[config.mk]
export PLATFORM = sky130hd
export DESIGN_NAME = result_regs
export DESIGN_NICKNAME = d
export VERILOG_FILES = /design/src/hw/result_regs_pkg.sv /design/src/hw/xor_fold.sv /design/src/hw/result_regs.sv
export VERILOG_INCLUDE_DIRS = /design/src /design/src/hw
export SDC_FILE = /design/constraint.sdc
export NUM_CORES = 1
export LEC_CHECK = 0
export ABC_AREA = 1
export BUFFER_PORTS_ARGS = -buffer_cell sky130_fd_sc_hd__buf_2
export CAP_MARGIN = 15
export CELL_PAD_IN_SITES_DETAIL_PLACEMENT = 2
export CELL_PAD_IN_SITES_GLOBAL_PLACEMENT = 2
export CORE_MARGIN = 3
export CORE_UTILIZATION = 31
export CTS_BUF_LIST = sky130_fd_sc_hd__clkbuf_4
export DETAILED_ROUTE_END_ITERATION = 7
export PLACE_DENSITY_LB_ADDON = 0.08
export SETUP_SLACK_MARGIN = 0.2
export SYNTH_ARGS = -nofsm -noshare
export SYNTH_HDL_FRONTEND = slang
export SYNTH_SLANG_ARGS = --single-unit
[constraint.sdc]
create_clock -name clk_i -period 2.95 [get_ports clk_i]
set_input_delay 0.59 -clock clk_i [delete_from_list [all_inputs] [get_ports clk_i]]
set_output_delay 0.59 -clock clk_i [all_outputs]
set_load 0.03 [all_outputs]
[src/hw/result_regs_cfg.svh]
// Purpose: Constants for the result and integrity register bank
// Assumes: Included by bare name from design files
// Notes: Offsets are register addresses on the serial interface
`ifndef RESULT_REGS_CFG_SVH
`define RESULT_REGS_CFG_SVH
`define ADDR_IFCFG 8'h02
`define ADDR_XOR_SUM 8'h03
`define ADDR_RESULT 8'h04
`define ADDR_STATUS 8'h00
`define IFCFG_SHORT_WORD 0
`define IFCFG_RSVD1 1
`define IFCFG_CSUM_LO 2
`define IFCFG_CSUM_HI 3
`define IFCFG_RSVD4 4
`define IFCFG_CHECK_EN 5
`define IFCFG_APPEND_STAT 6
`define IFCFG_RESET 16'h0000
`define XOR_SUM_RESET 24'h000000
`define RESULT_RESET 24'h000000
`define STATUS_RDY_N_BIT 7
`define STATUS_REG_ERR_BIT 4
`endif

[src/hw/result_regs_pkg.sv]
// Purpose: Types for the result and integrity register bank
// Assumes: Nothing imported
// Notes: Checksum mode encodings
package result_regs_pkg;
    typedef enum logic [1:0] {
        CSUM_OFF = 2'b00,
        CSUM_XOR_RD = 2'b01,
        CSUM_CRC_RW = 2'b10,
        CSUM_RSVD = 2'b11
    } csum_mode_t;
    typedef enum logic [1:0] {
        LEN_16 = 2'b00,
        LEN_24 = 2'b01,
        LEN_32 = 2'b10,
        LEN_40 = 2'b11
    } read_len_t;
endpackage

[src/hw/xor_fold.sv]
// Purpose: XOR fold of checked user registers into a 24-bit sum
// Assumes: Registers packed as 24-bit lanes
// Notes: Purely combinational
`timescale 1ns/1ps
`default_nettype none
module xor_fold #(
    parameter int NUM_REGS = 4
) (
    // Checked registers
    input wire logic [NUM_REGS*24-1:0] regs_i,
    // Folded sum
    output logic [23:0] sum_o
);
    logic [23:0] acc [0:NUM_REGS];
    assign acc[0] = 24'h000000;
    genvar g;
    generate
        for (g = 0; g < NUM_REGS; g++) begin : g_fold
            assign acc[g+1] = acc[g] ^ regs_i[g*24 +: 24];
        end
    endgenerate
    assign sum_o = acc[NUM_REGS];
endmodule // xor_fold
`default_nettype wire

[src/hw/result_regs.sv]
// Purpose: Interface config fields, integrity XOR sum and conversion result registers
// Assumes: Serial engine decodes commands; this bank answers register accesses
// Notes: Ready flag is active low, shared by status bit and pin
`timescale 1ns/1ps
`default_nettype none
`include "result_regs_cfg.svh"
module result_regs #(
    parameter int NUM_CHECKED = 4
) (
    // Clock, reset, enable
    input wire logic clk_i,
    input wire logic reset_n_i,
    input wire logic clk_en_i,
    // Register access from serial engine
    input wire logic wr_i,
    input wire logic rd_start_i,
    input wire logic rd_end_i,
    input wire logic [7:0] addr_i,
    input wire logic [15:0] wdata_i,
    // Converter datapath
    input wire logic conv_valid_i,
    input wire logic [23:0] conv_raw_i,
    input wire logic polarity_select_i,
    input wire logic [NUM_CHECKED*24-1:0] checked_regs_i,
    input wire logic [7:0] status_in_i,
    // Read answer and controls
    output logic [39:0] rdata_o,
    output logic [5:0] rd_bits_o,
    output logic [1:0] csum_mode_o,
    output logic crc_on_wr_o,
    output logic csum_extra_byte_o,
    output logic rdy_n_o,
    output logic reg_error_o
);
    logic [15:0] ifcfg_reg, ifcfg_next;
    logic [23:0] result_reg, result_next;
    logic result_short_reg, result_short_next;
    logic rdy_n_reg, rdy_n_next;
    logic lock_reg, lock_next;
    logic [23:0] snap_reg, snap_next;
    logic err_reg, err_next;
    logic [39:0] rdata_reg, rdata_next;
    logic [5:0] rd_bits_reg, rd_bits_next;
    logic [1:0] mode_reg, mode_next;
    logic crcw_reg, crcw_next;
    logic extra_reg, extra_next;
    logic [23:0] xor_now;
    logic check_en;
    logic [23:0] coded;
    logic [7:0] status_full;

    xor_fold #(.NUM_REGS(NUM_CHECKED)) u_fold (
        .regs_i(checked_regs_i),
        .sum_o(xor_now)
    );

    assign check_en = ifcfg_reg[`IFCFG_CHECK_EN];

    function automatic logic [5:0] read_bits(input logic short_w, input logic app);
        read_bits = (short_w ? 6'h10 : 6'h18) + (app ? 6'h08 : 6'h00);
    endfunction

    // Result read command as the serial engine presents it
    function automatic logic is_result_read(input logic rd, input logic [7:0] a);
        is_result_read = rd && (a == `ADDR_RESULT);
    endfunction

    always_comb begin
        ifcfg_next = ifcfg_reg;
        result_next = result_reg;
        result_short_next = result_short_reg;
        rdy_n_next = rdy_n_reg;
        lock_next = lock_reg;
        snap_next = snap_reg;
        err_next = err_reg;
        rdata_next = rdata_reg;
        rd_bits_next = rd_bits_reg;
        if (wr_i && addr_i == `ADDR_IFCFG) begin
            ifcfg_next = wdata_i;
            ifcfg_next[`IFCFG_RSVD1] = 1'b0;
            ifcfg_next[`IFCFG_RSVD4] = 1'b0;
            if (!wdata_i[`IFCFG_CHECK_EN]) begin
                err_next = 1'b0;
            end else if (!check_en) begin
                // Reference taken on the enable edge only; rewriting 1 keeps it
                snap_next = xor_now;
            end
        end
        // Set wins over a same-cycle clear; re-arm so only a new change sets again
        if (check_en && xor_now != snap_reg) begin
            err_next = 1'b1;
            snap_next = xor_now;
        end
        if (is_result_read(rd_start_i, addr_i)) begin
            lock_next = 1'b1;
            rdy_n_next = 1'b1;
        end
        if (rd_end_i) begin
            // Loads reopen only once the read has fully shifted out
            lock_next = 1'b0;
        end
        if (conv_valid_i && !lock_reg && !is_result_read(rd_start_i, addr_i)) begin
            // Width latched at load time, so older results keep theirs
            result_short_next = ifcfg_reg[`IFCFG_SHORT_WORD];
            result_next = ifcfg_reg[`IFCFG_SHORT_WORD] ? {8'h00, coded[23:8]} : coded;
            rdy_n_next = 1'b0;
        end
        if (rd_start_i) begin
            unique case (addr_i)
                `ADDR_IFCFG: begin
                    rdata_next = {24'h000000, ifcfg_reg};
                    rd_bits_next = 6'h10;
                end
                `ADDR_XOR_SUM: begin
                    rdata_next = {16'h0000, (check_en ? xor_now : `XOR_SUM_RESET)};
                    rd_bits_next = 6'h18;
                end
                `ADDR_RESULT: begin
                    rd_bits_next = read_bits(result_short_reg,
                        ifcfg_reg[`IFCFG_APPEND_STAT]);
                    if (ifcfg_reg[`IFCFG_APPEND_STAT]) begin
                        rdata_next = result_short_reg
                            ? {16'h0000, result_reg[15:0], status_full}
                            : {8'h00, result_reg, status_full};
                    end else begin
                        rdata_next = {16'h0000, result_reg};
                    end
                end
                `ADDR_STATUS: begin
                    rdata_next = {32'h00000000, status_full};
                    rd_bits_next = 6'h08;
                end
                default: begin
                    rdata_next = 40'h0000000000;
                    rd_bits_next = 6'h08;
                end
            endcase
        end
    end

    // Status byte carries the live ready and integrity flags
    always_comb begin
        // Offset binary flips the sign bit; unipolar is straight
        coded = polarity_select_i ? conv_raw_i : (conv_raw_i ^ 24'h800000);
        status_full = status_in_i;
        status_full[`STATUS_RDY_N_BIT] = rdy_n_reg;
        status_full[`STATUS_REG_ERR_BIT] = err_reg;
    end

    always_comb begin
        mode_next = ifcfg_reg[`IFCFG_CSUM_HI:`IFCFG_CSUM_LO];
        // Modes 01 and 10 protect writes with CRC; reserved 11 leaves it off
        unique case (mode_next)
            result_regs_pkg::CSUM_OFF: crcw_next = 1'b0;
            result_regs_pkg::CSUM_XOR_RD: crcw_next = 1'b1;
            result_regs_pkg::CSUM_CRC_RW: crcw_next = 1'b1;
            result_regs_pkg::CSUM_RSVD: crcw_next = 1'b0;
        endcase
        extra_next = (mode_next != result_regs_pkg::CSUM_OFF);
    end

    always_ff @(posedge clk_i or negedge reset_n_i) begin
        if (!reset_n_i) begin
            ifcfg_reg <= `IFCFG_RESET;
            result_reg <= `RESULT_RESET;
            result_short_reg <= 1'b0;
            rdy_n_reg <= 1'b1;
            lock_reg <= 1'b0;
            snap_reg <= `XOR_SUM_RESET;
            err_reg <= 1'b0;
            rdata_reg <= 40'h0000000000;
            rd_bits_reg <= 6'h18;
        end else if (clk_en_i) begin
            ifcfg_reg <= ifcfg_next;
            result_reg <= result_next;
            result_short_reg <= result_short_next;
            rdy_n_reg <= rdy_n_next;
            lock_reg <= lock_next;
            snap_reg <= snap_next;
            err_reg <= err_next;
            rdata_reg <= rdata_next;
            rd_bits_reg <= rd_bits_next;
        end
    end

    // Checksum controls trail the config register by one cycle
    always_ff @(posedge clk_i or negedge reset_n_i) begin
        if (!reset_n_i) begin
            mode_reg <= 2'h0;
            crcw_reg <= 1'b0;
            extra_reg <= 1'b0;
        end else if (clk_en_i) begin
            mode_reg <= mode_next;
            crcw_reg <= crcw_next;
            extra_reg <= extra_next;
        end
    end

    assign rdata_o = rdata_reg;
    assign rd_bits_o = rd_bits_reg;
    assign csum_mode_o = mode_reg;
    assign crc_on_wr_o = crcw_reg;
    assign csum_extra_byte_o = extra_reg;
    assign rdy_n_o = rdy_n_reg;
    assign reg_error_o = err_reg;
endmodule // result_regs
`default_nettype wire

# Word level (Yosys, flattened, before mapping)
# Cells that the tools add are included.
[word_totals]
reg_bits = 116
output_inout_bits = 52
inputBits = 160
word_cells = 69
[op_classes]
n_addsub = 1
muxes = 20
bitwise_logic = 4
reduce_logical = 23
n_eq_ne = 9
[ops]
columns = ["operator", "n"]
rows = [
  ["24-bit two-way mux", 7],
  ["32-bit one-hot mux with 4 select lines", 1],
  ["24-bit XOR", 3],
  ["32-bit two-way mux", 2],
  ["24-bit != test", 1],
  ["6-bit one-hot mux with 3 select lines", 1],
  ["8-bit by 2-bit equality test with 1-bit output, second input constant", 2],
  ["2-bit AND reduction", 5],
  ["2-bit nonzero test", 5],
  ["8-bit by 3-bit equality test with 1-bit output, second input constant", 1],
  ["8-bit logical NOT", 1],
  ["4-bit two-way mux", 2],
  ["5-bit by 4-bit adder with 6-bit output", 1],
  ["1-bit two-way mux", 6],
  ["1-bit logical AND", 5],
  ["2-bit equality test, second input constant", 2],
  ["2-bit by 1-bit != test with 1-bit output, second input constant", 2],
  ["4-bit AND reduction", 1],
  ["2-bit OR reduction", 2],
  ["3-bit AND reduction", 1],
  ["2-bit by 1-bit equality test with 1-bit output, second input constant", 1],
  ["1-bit logical NOT", 2],
  ["2-bit logical NOT", 1],
  ["1-bit one-hot mux with 2 select lines", 1],
  ["1-bit inverter", 1],
]

# Logic depth before layout (Yosys ltp)
# Gate-level depths: netlist of run 1.
[logic_depth]
ltp_word = 7
mapped_depth = 17
mapped_depth_nobuf = 16

# Modules after synthesis
# Synthesis of run 1 repeated with hierarchy kept, for this count alone.
[unflattened]
hier_cells = 1119
hier_area_um2 = 7135.6
[modules_own_cells]
columns = ["mod", "area_per_inst_um2", "cells_per_inst", "n_inst"]
rows = [
  ["result_regs", 5604.1, 759, 1],
  ["xor_fold", 1531.5, 360, 1],
]

# Least setup slack after synthesis of run 1
# No wires, ideal clock.
[synth_timing]
kind = "input-to-reg"
start = "input port checked_regs_i[38]"
end = "register snap_reg[8]"
setup_slack_ns = 1.085
t_arrival_ns = 1.748
cell_stages = 15
setup_ns = 0.117
path_buffers = 1
t_required_ns = 2.833
cell_sequence = "xnor2_1 -> inv_1 -> nand2_1 -> nand2_2 -> nand2_1 -> nand2_1 -> nor2_1 -> nand2_1 -> nor2_1 -> nand3_2 -> nand2_4 -> nand2_4 -> buf_6 -> nand2_1 -> nand2_1"
[synth_via]
elab_chain_len = 7
elab_cells_between_ends = 10
classes_between = "2 x eq/ne; 1 x mux; 3 x bitwise; 4 x reduce/logical"
[synth_rtl]
columns = ["item", "line_no", "text"]
rows = [
  ["start, declared", "result_regs.sv:24", "input wire logic [NUM_CHECKED*24-1:0] checked_regs_i,"],
  ["24-bit XOR * (3 in a row)", "xor_fold.sv:19", "assign acc[g+1] = acc[g] ^ regs_i[g*24 +: 24];"],
  ["24-bit != test *", "result_regs.sv:90", "if (check_en && xor_now != snap_reg) begin"],
  ["1-bit logical AND *", "result_regs.sv:90", ""],
  ["2-bit by 1-bit != test with 1-bit output (no line) / 2-bit nonzero test (equally long branches)", "n/a", ""],
  ["4-bit AND reduction (no line)", "n/a", ""],
  ["end signal, assigned", "result_regs.sv:169", "snap_reg <= `XOR_SUM_RESET;"],
  ["end signal, assigned", "result_regs.sv:179", "snap_reg <= snap_next;"],
  ["end, declared", "result_regs.sv:40", "logic [23:0] snap_reg, snap_next;"],
]
# Every way passes the cells marked *; elsewhere a longest branch is shown, timed or not.
# A chain may end at the register's enable or synchronous reset.

# Worst setup path after layout of run 1
[layout_timing]
start = "input port checked_regs_i[41]"
end = "register snap_reg[23]"
# The elaborated chain is that of the path after synthesis.

==> metrics, run 1 <==
final setup vio count 0; Max Freq 477 MHz; clock buffer depth 2; Boundary Pins ~210; Post-Synthesis Cells between 900 and 1000; antenna violations before repair 3; Avg WL per Cell 16.3 um; leakage 0.00450 uW; CP Cell Sequence buf_2 -> nor2_1 -> nor2_1 -> nand2_1 -> nand2_1 -> nand2_1 -> nand2_1 -> nor2_1 -> nand2_1 -> nor2_1 -> nand3_2 -> nand2_4 -> nand2_4 -> nand2_1 -> nand2_1; Power Dens Cells about 400 mW/mm^2; CP Capture Type flip-flop; max-slew violations 0; VDD IR max 167 uV; status finished clean; final hold vios 0; Pre-Repair DR Iteration Count 4; Min-Delay Path Class in -> async; TNS Setup 0 ns; antenna-violating nets left 0; Max-Cap Viols 0; Reg2Reg Depth 11; DP HPWL 18.6 mm; DRC Markers 0; Period minus WS final 2.10 ns; Tcrit/Tclk final 0.710; worst flop-to-flop path startpoint snap_reg[17]; CTS tree built; crit path capture snap_reg[23]; clk slew on worst S/H paths approximately 0.20 ns; Critical Path Source checked_regs_i[41]; Horiz. Die Dim 152 um; global route overflow 0; number of cells on the critical path 15; NumNets Final 1285; Core Rows 52; WL final 22.9 mm; reg2reg end snap_reg[23]; area grow syn2layout 21.1%; reg-to-reg slack, setup 1.07 ns; Buf/Inv on CP 1; worst slew pin tran about 0.63 ns; Clock Skews a little over 0.03 ns; Skew-Pair Late Insertion Delay approximately 0.49 ns; setup bufs post-CTS 0; unrepaired setup endpoints after global routing false; Die H 152 um; max reg flops 32; drt via density 4.77; Avg Inst Size Synth around 7.1 sq um; CP startpoint kind input port; root buf cell clkbuf_4; total CTS buffers 9; global-route wire length before repair ~38 mm; routability congestion estimate 0.798; critical path class in -> reg; Critical Path RT 3.33 ns; FILL cells 2580; Final Util 0.388; FF+latch count, synth about 110; Core Region about 0.02 sq mm; largest net degree at the start of global routing 54; CP most frequent cell nand2_1; I/O Buffers 196; synth warn 0; sequential cell area fraction in the yosys report 0.399; Initial Utilization 0.321; Crit Path Max Fanout 24; Total GRT Usage 0.199; arrival time worst endpoint 2.48 ns; via count 6675; delay-heaviest family, CP simple AND/OR/NAND/NOR gates; share of layout cells above drive strength 1 0.238; Syn Std Cell Area 0.00660 sq mm; vias in the first global route 7079; Worst slew margin 0.577; H-tree levels 3; DIE AREA 0.0231 sq mm; post-CTS sizing 0; Hold Buf Count CTS 0; synth unique cells 39; Crit-path slowest cell nand2_4; # clock sinks 105; crit-path max cell delay 0.25 ns; DRT iter0 DRCs between 200 and 250
-- synthesized netlist by cell type --
master     count  share of area
a21o_1         9          0.010
a21oi_1        5         0.0038
a22oi_1        8         0.0091
a31oi_1       20          0.019
a32o_1         1         0.0015
buf_2          8         0.0061
buf_4         13          0.015
buf_6          3         0.0051
clkbuf_1      17         0.0097
conb_1         1        0.00057
dfrtp_1      102           0.39
dfstp_2        3          0.012
ha_1           2         0.0038
inv_1        105          0.060
inv_2          6         0.0034
nand2_1      368           0.21
nand2_2       13          0.012
nand2_4        2         0.0034
nand3_1       52          0.039
nand3_2        1         0.0015
nand4_1        1        0.00095
nand4_2        1         0.0019
nand4_4        1         0.0032
nor2_1        41          0.023
nor2_2         3         0.0028
nor2_4         1         0.0017
nor3_2         3         0.0046
nor4_1         1        0.00095
o2111ai_1      3         0.0040
o211ai_1      10          0.011
o21a_1         1         0.0011
o21ai_0       50          0.038
o21ai_1        3         0.0023
o21ai_2        3         0.0040
o22ai_1        6         0.0057
o311ai_0       1         0.0013
o31ai_1        1         0.0011
xnor2_1       33          0.044
xor2_1        27          0.036
-- through the flow --
stage / cells / worst slack (ns) / hold WS (ns) / area, sq um / total power [uW]
floorplan: 939 / 1.09 / 0.294 / 6630 / 2130
CTS: 1398 / 0.807 / 0.0238 / 7980 / 3230
finish: 1399 / 0.854 / 0.0468 / 7990 / 3180
global route: 1399 / 0.583 / 0.0303 / 7990 / 3420
detailed placement: 1382 / 0.250 / 0.464 / 7860 / 2470
global placement: 1382 / 0.340 / 0.455 / 7860 / 2430
-- cell usage in the layout, fill, tap and decap left out, types with 10 or more instances in the layout --
cell	instances
inv_1	105
buf_4	19
xnor2_1	33
dfrtp_1	102
buf_2	195
o21ai_0	50
nand2_2	14
o211ai_1	10
nand2_1	367
nor2_1	41
a31oi_1	20
conb_1	11
nand3_1	52
xor2_1	27
-- report_power, final --
part / total, uW / switching, uW / internal, uW
registers: 1610 / 76.4 / 1540
clock network: 753 / 565 / 189
logic: 814 / 513 / 302
-- worst min-delay path by stage --
stage,to,slack (ns),from,cells after the start
floorplan,crc_on_wr_o,0.29,reset_n_i,0
global placement,rdata_o[13],0.45,rdata_o[13],1
detailed placement,rdata_o[3],0.46,rdata_o[3],2
CTS,result_reg[13],0.02,reset_n_i,1
global route,result_reg[13],0.03,reset_n_i,1
finish,result_reg[2],0.05,reset_n_i,1
-- metal layers --
metal	GRT usage	part of all wire	wire length (um)	up-vias
li1	-	-	-	3278
met1	0.259	0.45	10200	3256
met2	0.351	0.51	11600	123
met3	0.0313	0.037	852	14
met4	0.0445	0.010	231	4
met5	0	0.00092	21	-
-- cell families (layout without fill, tap and decap cells) --
kind of cell | after synthesis | in the layout | share of synthesized area
simple gates | 488 | 488 | 0.306
buf+inv | 152 | 341 | 0.0988
compound gates | 121 | 121 | 0.113
flops | 105 | 105 | 0.399
xor+xnor | 60 | 60 | 0.0797
fa+ha+maj | 2 | 2 | 0.00379
other cells | 1 | 12 | 0.000569
-- layout make-up --
type	instances	area [sq um]	share of cell area
Clock inverter	7	58.8	0.00736
Sequential cell	105	2630	0.330
Inverter	111	417	0.0522
Tap cell	270	338	0.0423
Antenna cell	1	2.50	0.000313
Clock buffer	9	67.6	0.00846
Timing Repair Buffer	214	1120	0.140
Multi-Input combinational cell	682	3350	0.420
No activity file was read; power rests on OpenSTA's default activity.
==> run 2: changes to the inputs <==
- CORE_UTILIZATION: 31 -> 26
- clock period: 2.95 -> 1.7 ns (I/O delays scaled with it)
==> run 2 against run 1 <==
  * The flow now finishes with violations (setup timing)
  * Worst setup slack lost 0.88 ns
  * Die area up 18%
  * Final cell count is 9.9% higher
  * Count of clock-buffer cells in the layout unchanged
  * Register-to-register slack got worse by 1.1 ns
  * Critical path depth down 5
  * Global-route usage fell by 2.0 points
  * Clock skew fell by 0.0023 ns
  * Final area rose by 17%
  * Utilization decreased by 1.0 points
  * Power is 87% higher
  * Critical endpoint is now snap_reg[4]
  * Largest cell class unchanged
  * Largest power group unchanged
  * Highest routed layer unchanged
==> metrics, run 2 (same netlist as run 1, synthesis figures left out) <==
Core Rows 57 (+9.6%); Core Region 0.0246 sq mm (+20%); largest net degree at the start of global routing 58 (+7.4%); via count 6997 (+4.8%); CP most frequent cell nand2_1; status finished with violations; global-route wire length before repair 38.0 mm (+1.2%); final worst slack -0.0211 ns (-0.875 ns); share of layout cells above drive strength 1 0.312 (+0.0740); final hold vios 0 (unchanged); arrival time worst endpoint 2.17 ns (-0.31 ns); Die H 165 um (+8.8%); clk slew on worst S/H paths 0.18 ns (-0.02 ns); Clock Skews 0.0287 ns (-0.00226 ns); final setup vio count 20 (+20); total CTS buffers 9 (unchanged); unrepaired setup endpoints after global routing true; Power Dens Cells 638 mW/mm^2 (+60%); DP HPWL 19.8 mm (+6.5%); Max Freq 581 MHz; failing checks setup timing; CP startpoint kind flip-flop; DRC Markers 0 (unchanged); H-tree levels 3 (unchanged); NumNets Final 1367 (+6.4%); Critical Path RT 2.15 ns (-1.18 ns); drt via density 4.55 (-4.6%); CP Capture Type flip-flop; DRT iter0 DRCs 211 (+4.5%); Crit Path Max Fanout 8 (-67%); fin area 0.00931 sq mm (+17%); delay-heaviest family, CP simple AND/OR/NAND/NOR gates; commonest non-fill, non-tap cells in the layout nand2_1 (357), buf_2 (155), dfrtp_1 (102); critical path class reg -> reg; Min-Delay Path Class in -> reg; # clock sinks 105 (unchanged); I/O Buffers 196 (unchanged); Buf/Inv on CP 1 (unchanged); DIE AREA 0.0273 sq mm (+18%); CTS tree built; Max-Cap Viols 0 (unchanged); max reg flops 32 (unchanged); Initial Utilization 0.268 (-0.0527); vias in the first global route 7230 (+2.1%); VDD IR max 535 uV (+220%); routability congestion estimate 0.788 (-1.3%); antenna-violating nets left 0 (unchanged); Tcrit/Tclk final 1.01; TNS Setup -0.210 ns (-0.210 ns); crit-path max cell delay 0.45 ns (+0.20 ns); leading cell type in the layout, fill and taps excluded nand2_1; global route overflow 0 (unchanged); dpl ws -0.415 ns (-0.665 ns); DP Area 0.00850 sq mm (+8.2%); CP Cell Sequence nand3_1 -> nand2_1 -> nor2_1 -> nand2_1 -> nor2_1 -> nand3_4 -> nand2_8 -> clkbuf_16 -> nand3_1 -> nand2_1; antenna violations before repair 6 (+3); Total GRT Usage 0.179 (-0.0202); Horiz. Die Dim 165 um (+8.8%); Crit-path slowest cell dfrtp_1; area grow syn2layout 41.1%; Boundary Pins 212 (unchanged); max-slew violations 0 (unchanged); clock buffer depth 2 (unchanged); leakage 0.00505 uW (+12%); root buf cell clkbuf_4; Avg WL per Cell 16.7 um (+1.9%); Period minus WS final 1.72 ns; Pre-Repair DR Iteration Count 4 (unchanged); Skew-Pair Late Insertion Delay 0.52 ns (+0.03 ns); WL final 25.6 mm (+12%); Overall Power 5940 uW (+87%)
==> run 2: changes by cell type in the layout (fill, tap and decap cells not counted), sizes merged <==
| cell | change |
|---|---|
| buf | +70 |
| nand2 | +2 |
| inv | -1 |
| clkbuf | +3 |
| dlygate4sd3 | +7 |
| clkinvlp | -2 |
| diode | +3 |
| clkinv | +3 |
==> run 2: cell type report <==
class | count | area (sq um)
diodes | 4 | 10.0
clock buffers | 9 | 67.6
fillers | 2972 | 15300
inverters | 111 | 459
well taps | 324 | 405
repair buffers | 294 | 2110
multi-input cells | 684 | 3540
flip-flops and latches | 105 | 2630
clock inverters | 7 | 81.3
==> run 2: layer usage <==
metal	global-route usage	vias to the layer above	share of wire
met1	0.232	3379	0.44
met3	0.0354	20	0.051
met4	0.0324	6	0.012
met2	0.312	141	0.50
li1	-	3451	-
met5	0	-	0.0013
==> run 2: path summary, 6_finish.rpt <==
kind                                 end  slack (ns)  cells after the start         start
max                          snap_reg[4]       -0.02                     10  snap_reg[15]
min                        ifcfg_reg[11]        0.03                      3   wdata_i[11]
max reg2reg                  snap_reg[4]       -0.02                     10  snap_reg[15]
min reg2reg                 ifcfg_reg[7]        0.51                      2  ifcfg_reg[7]
max in group asynchronous        rdy_n_o        1.00                      3     reset_n_i
min in group asynchronous    snap_reg[3]        0.37                      3     reset_n_i
==> run 2: worst reg2reg max path, stage by stage, from the launching register on <==
cell	delay (ns)
dfrtp_1	0.45
nand3_1	0.09
nand2_1	0.06
nor2_1	0.13
nand2_1	0.10
nor2_1	0.22
nand3_4	0.12
nand2_8	0.18
clkbuf_16	0.19
nand3_1	0.07
nand2_1	0.07
==> run 2: power breakdown <==
part,total (uW),switching [uW],internal (uW)
clock network,1420,1060,359
registers,2820,148,2670
logic,1710,979,731
==> run 2: through the flow <==
| step | utilization | std cells | hold WS, ns |
|---|---|---|---|
| floorplan | - | 939 | 0.0444 |
| global route | 0.378 | 1537 | 0.00284 |
| detailed placement | 0.345 | 1483 | 0.382 |
| finish | 0.378 | 1538 | 0.0294 |
| global placement | 0.345 | 1483 | 0.382 |
| CTS | 0.358 | 1507 | 0.00137 |
==> run 2: what timing repair did <==
| action | in CTS | in global routing |
|---|---|---|
| hold buffers | 3 | 4 |
| buffers inserted | 5 | 18 |
| pin swaps | 0 | 10 |
| gates cloned | 0 | 5 |
| hold endpoints to repair | 104 | 4 |
| gates resized for setup | 29 | 91 |
| endpoints found under the setup margin | 44 | 81 |
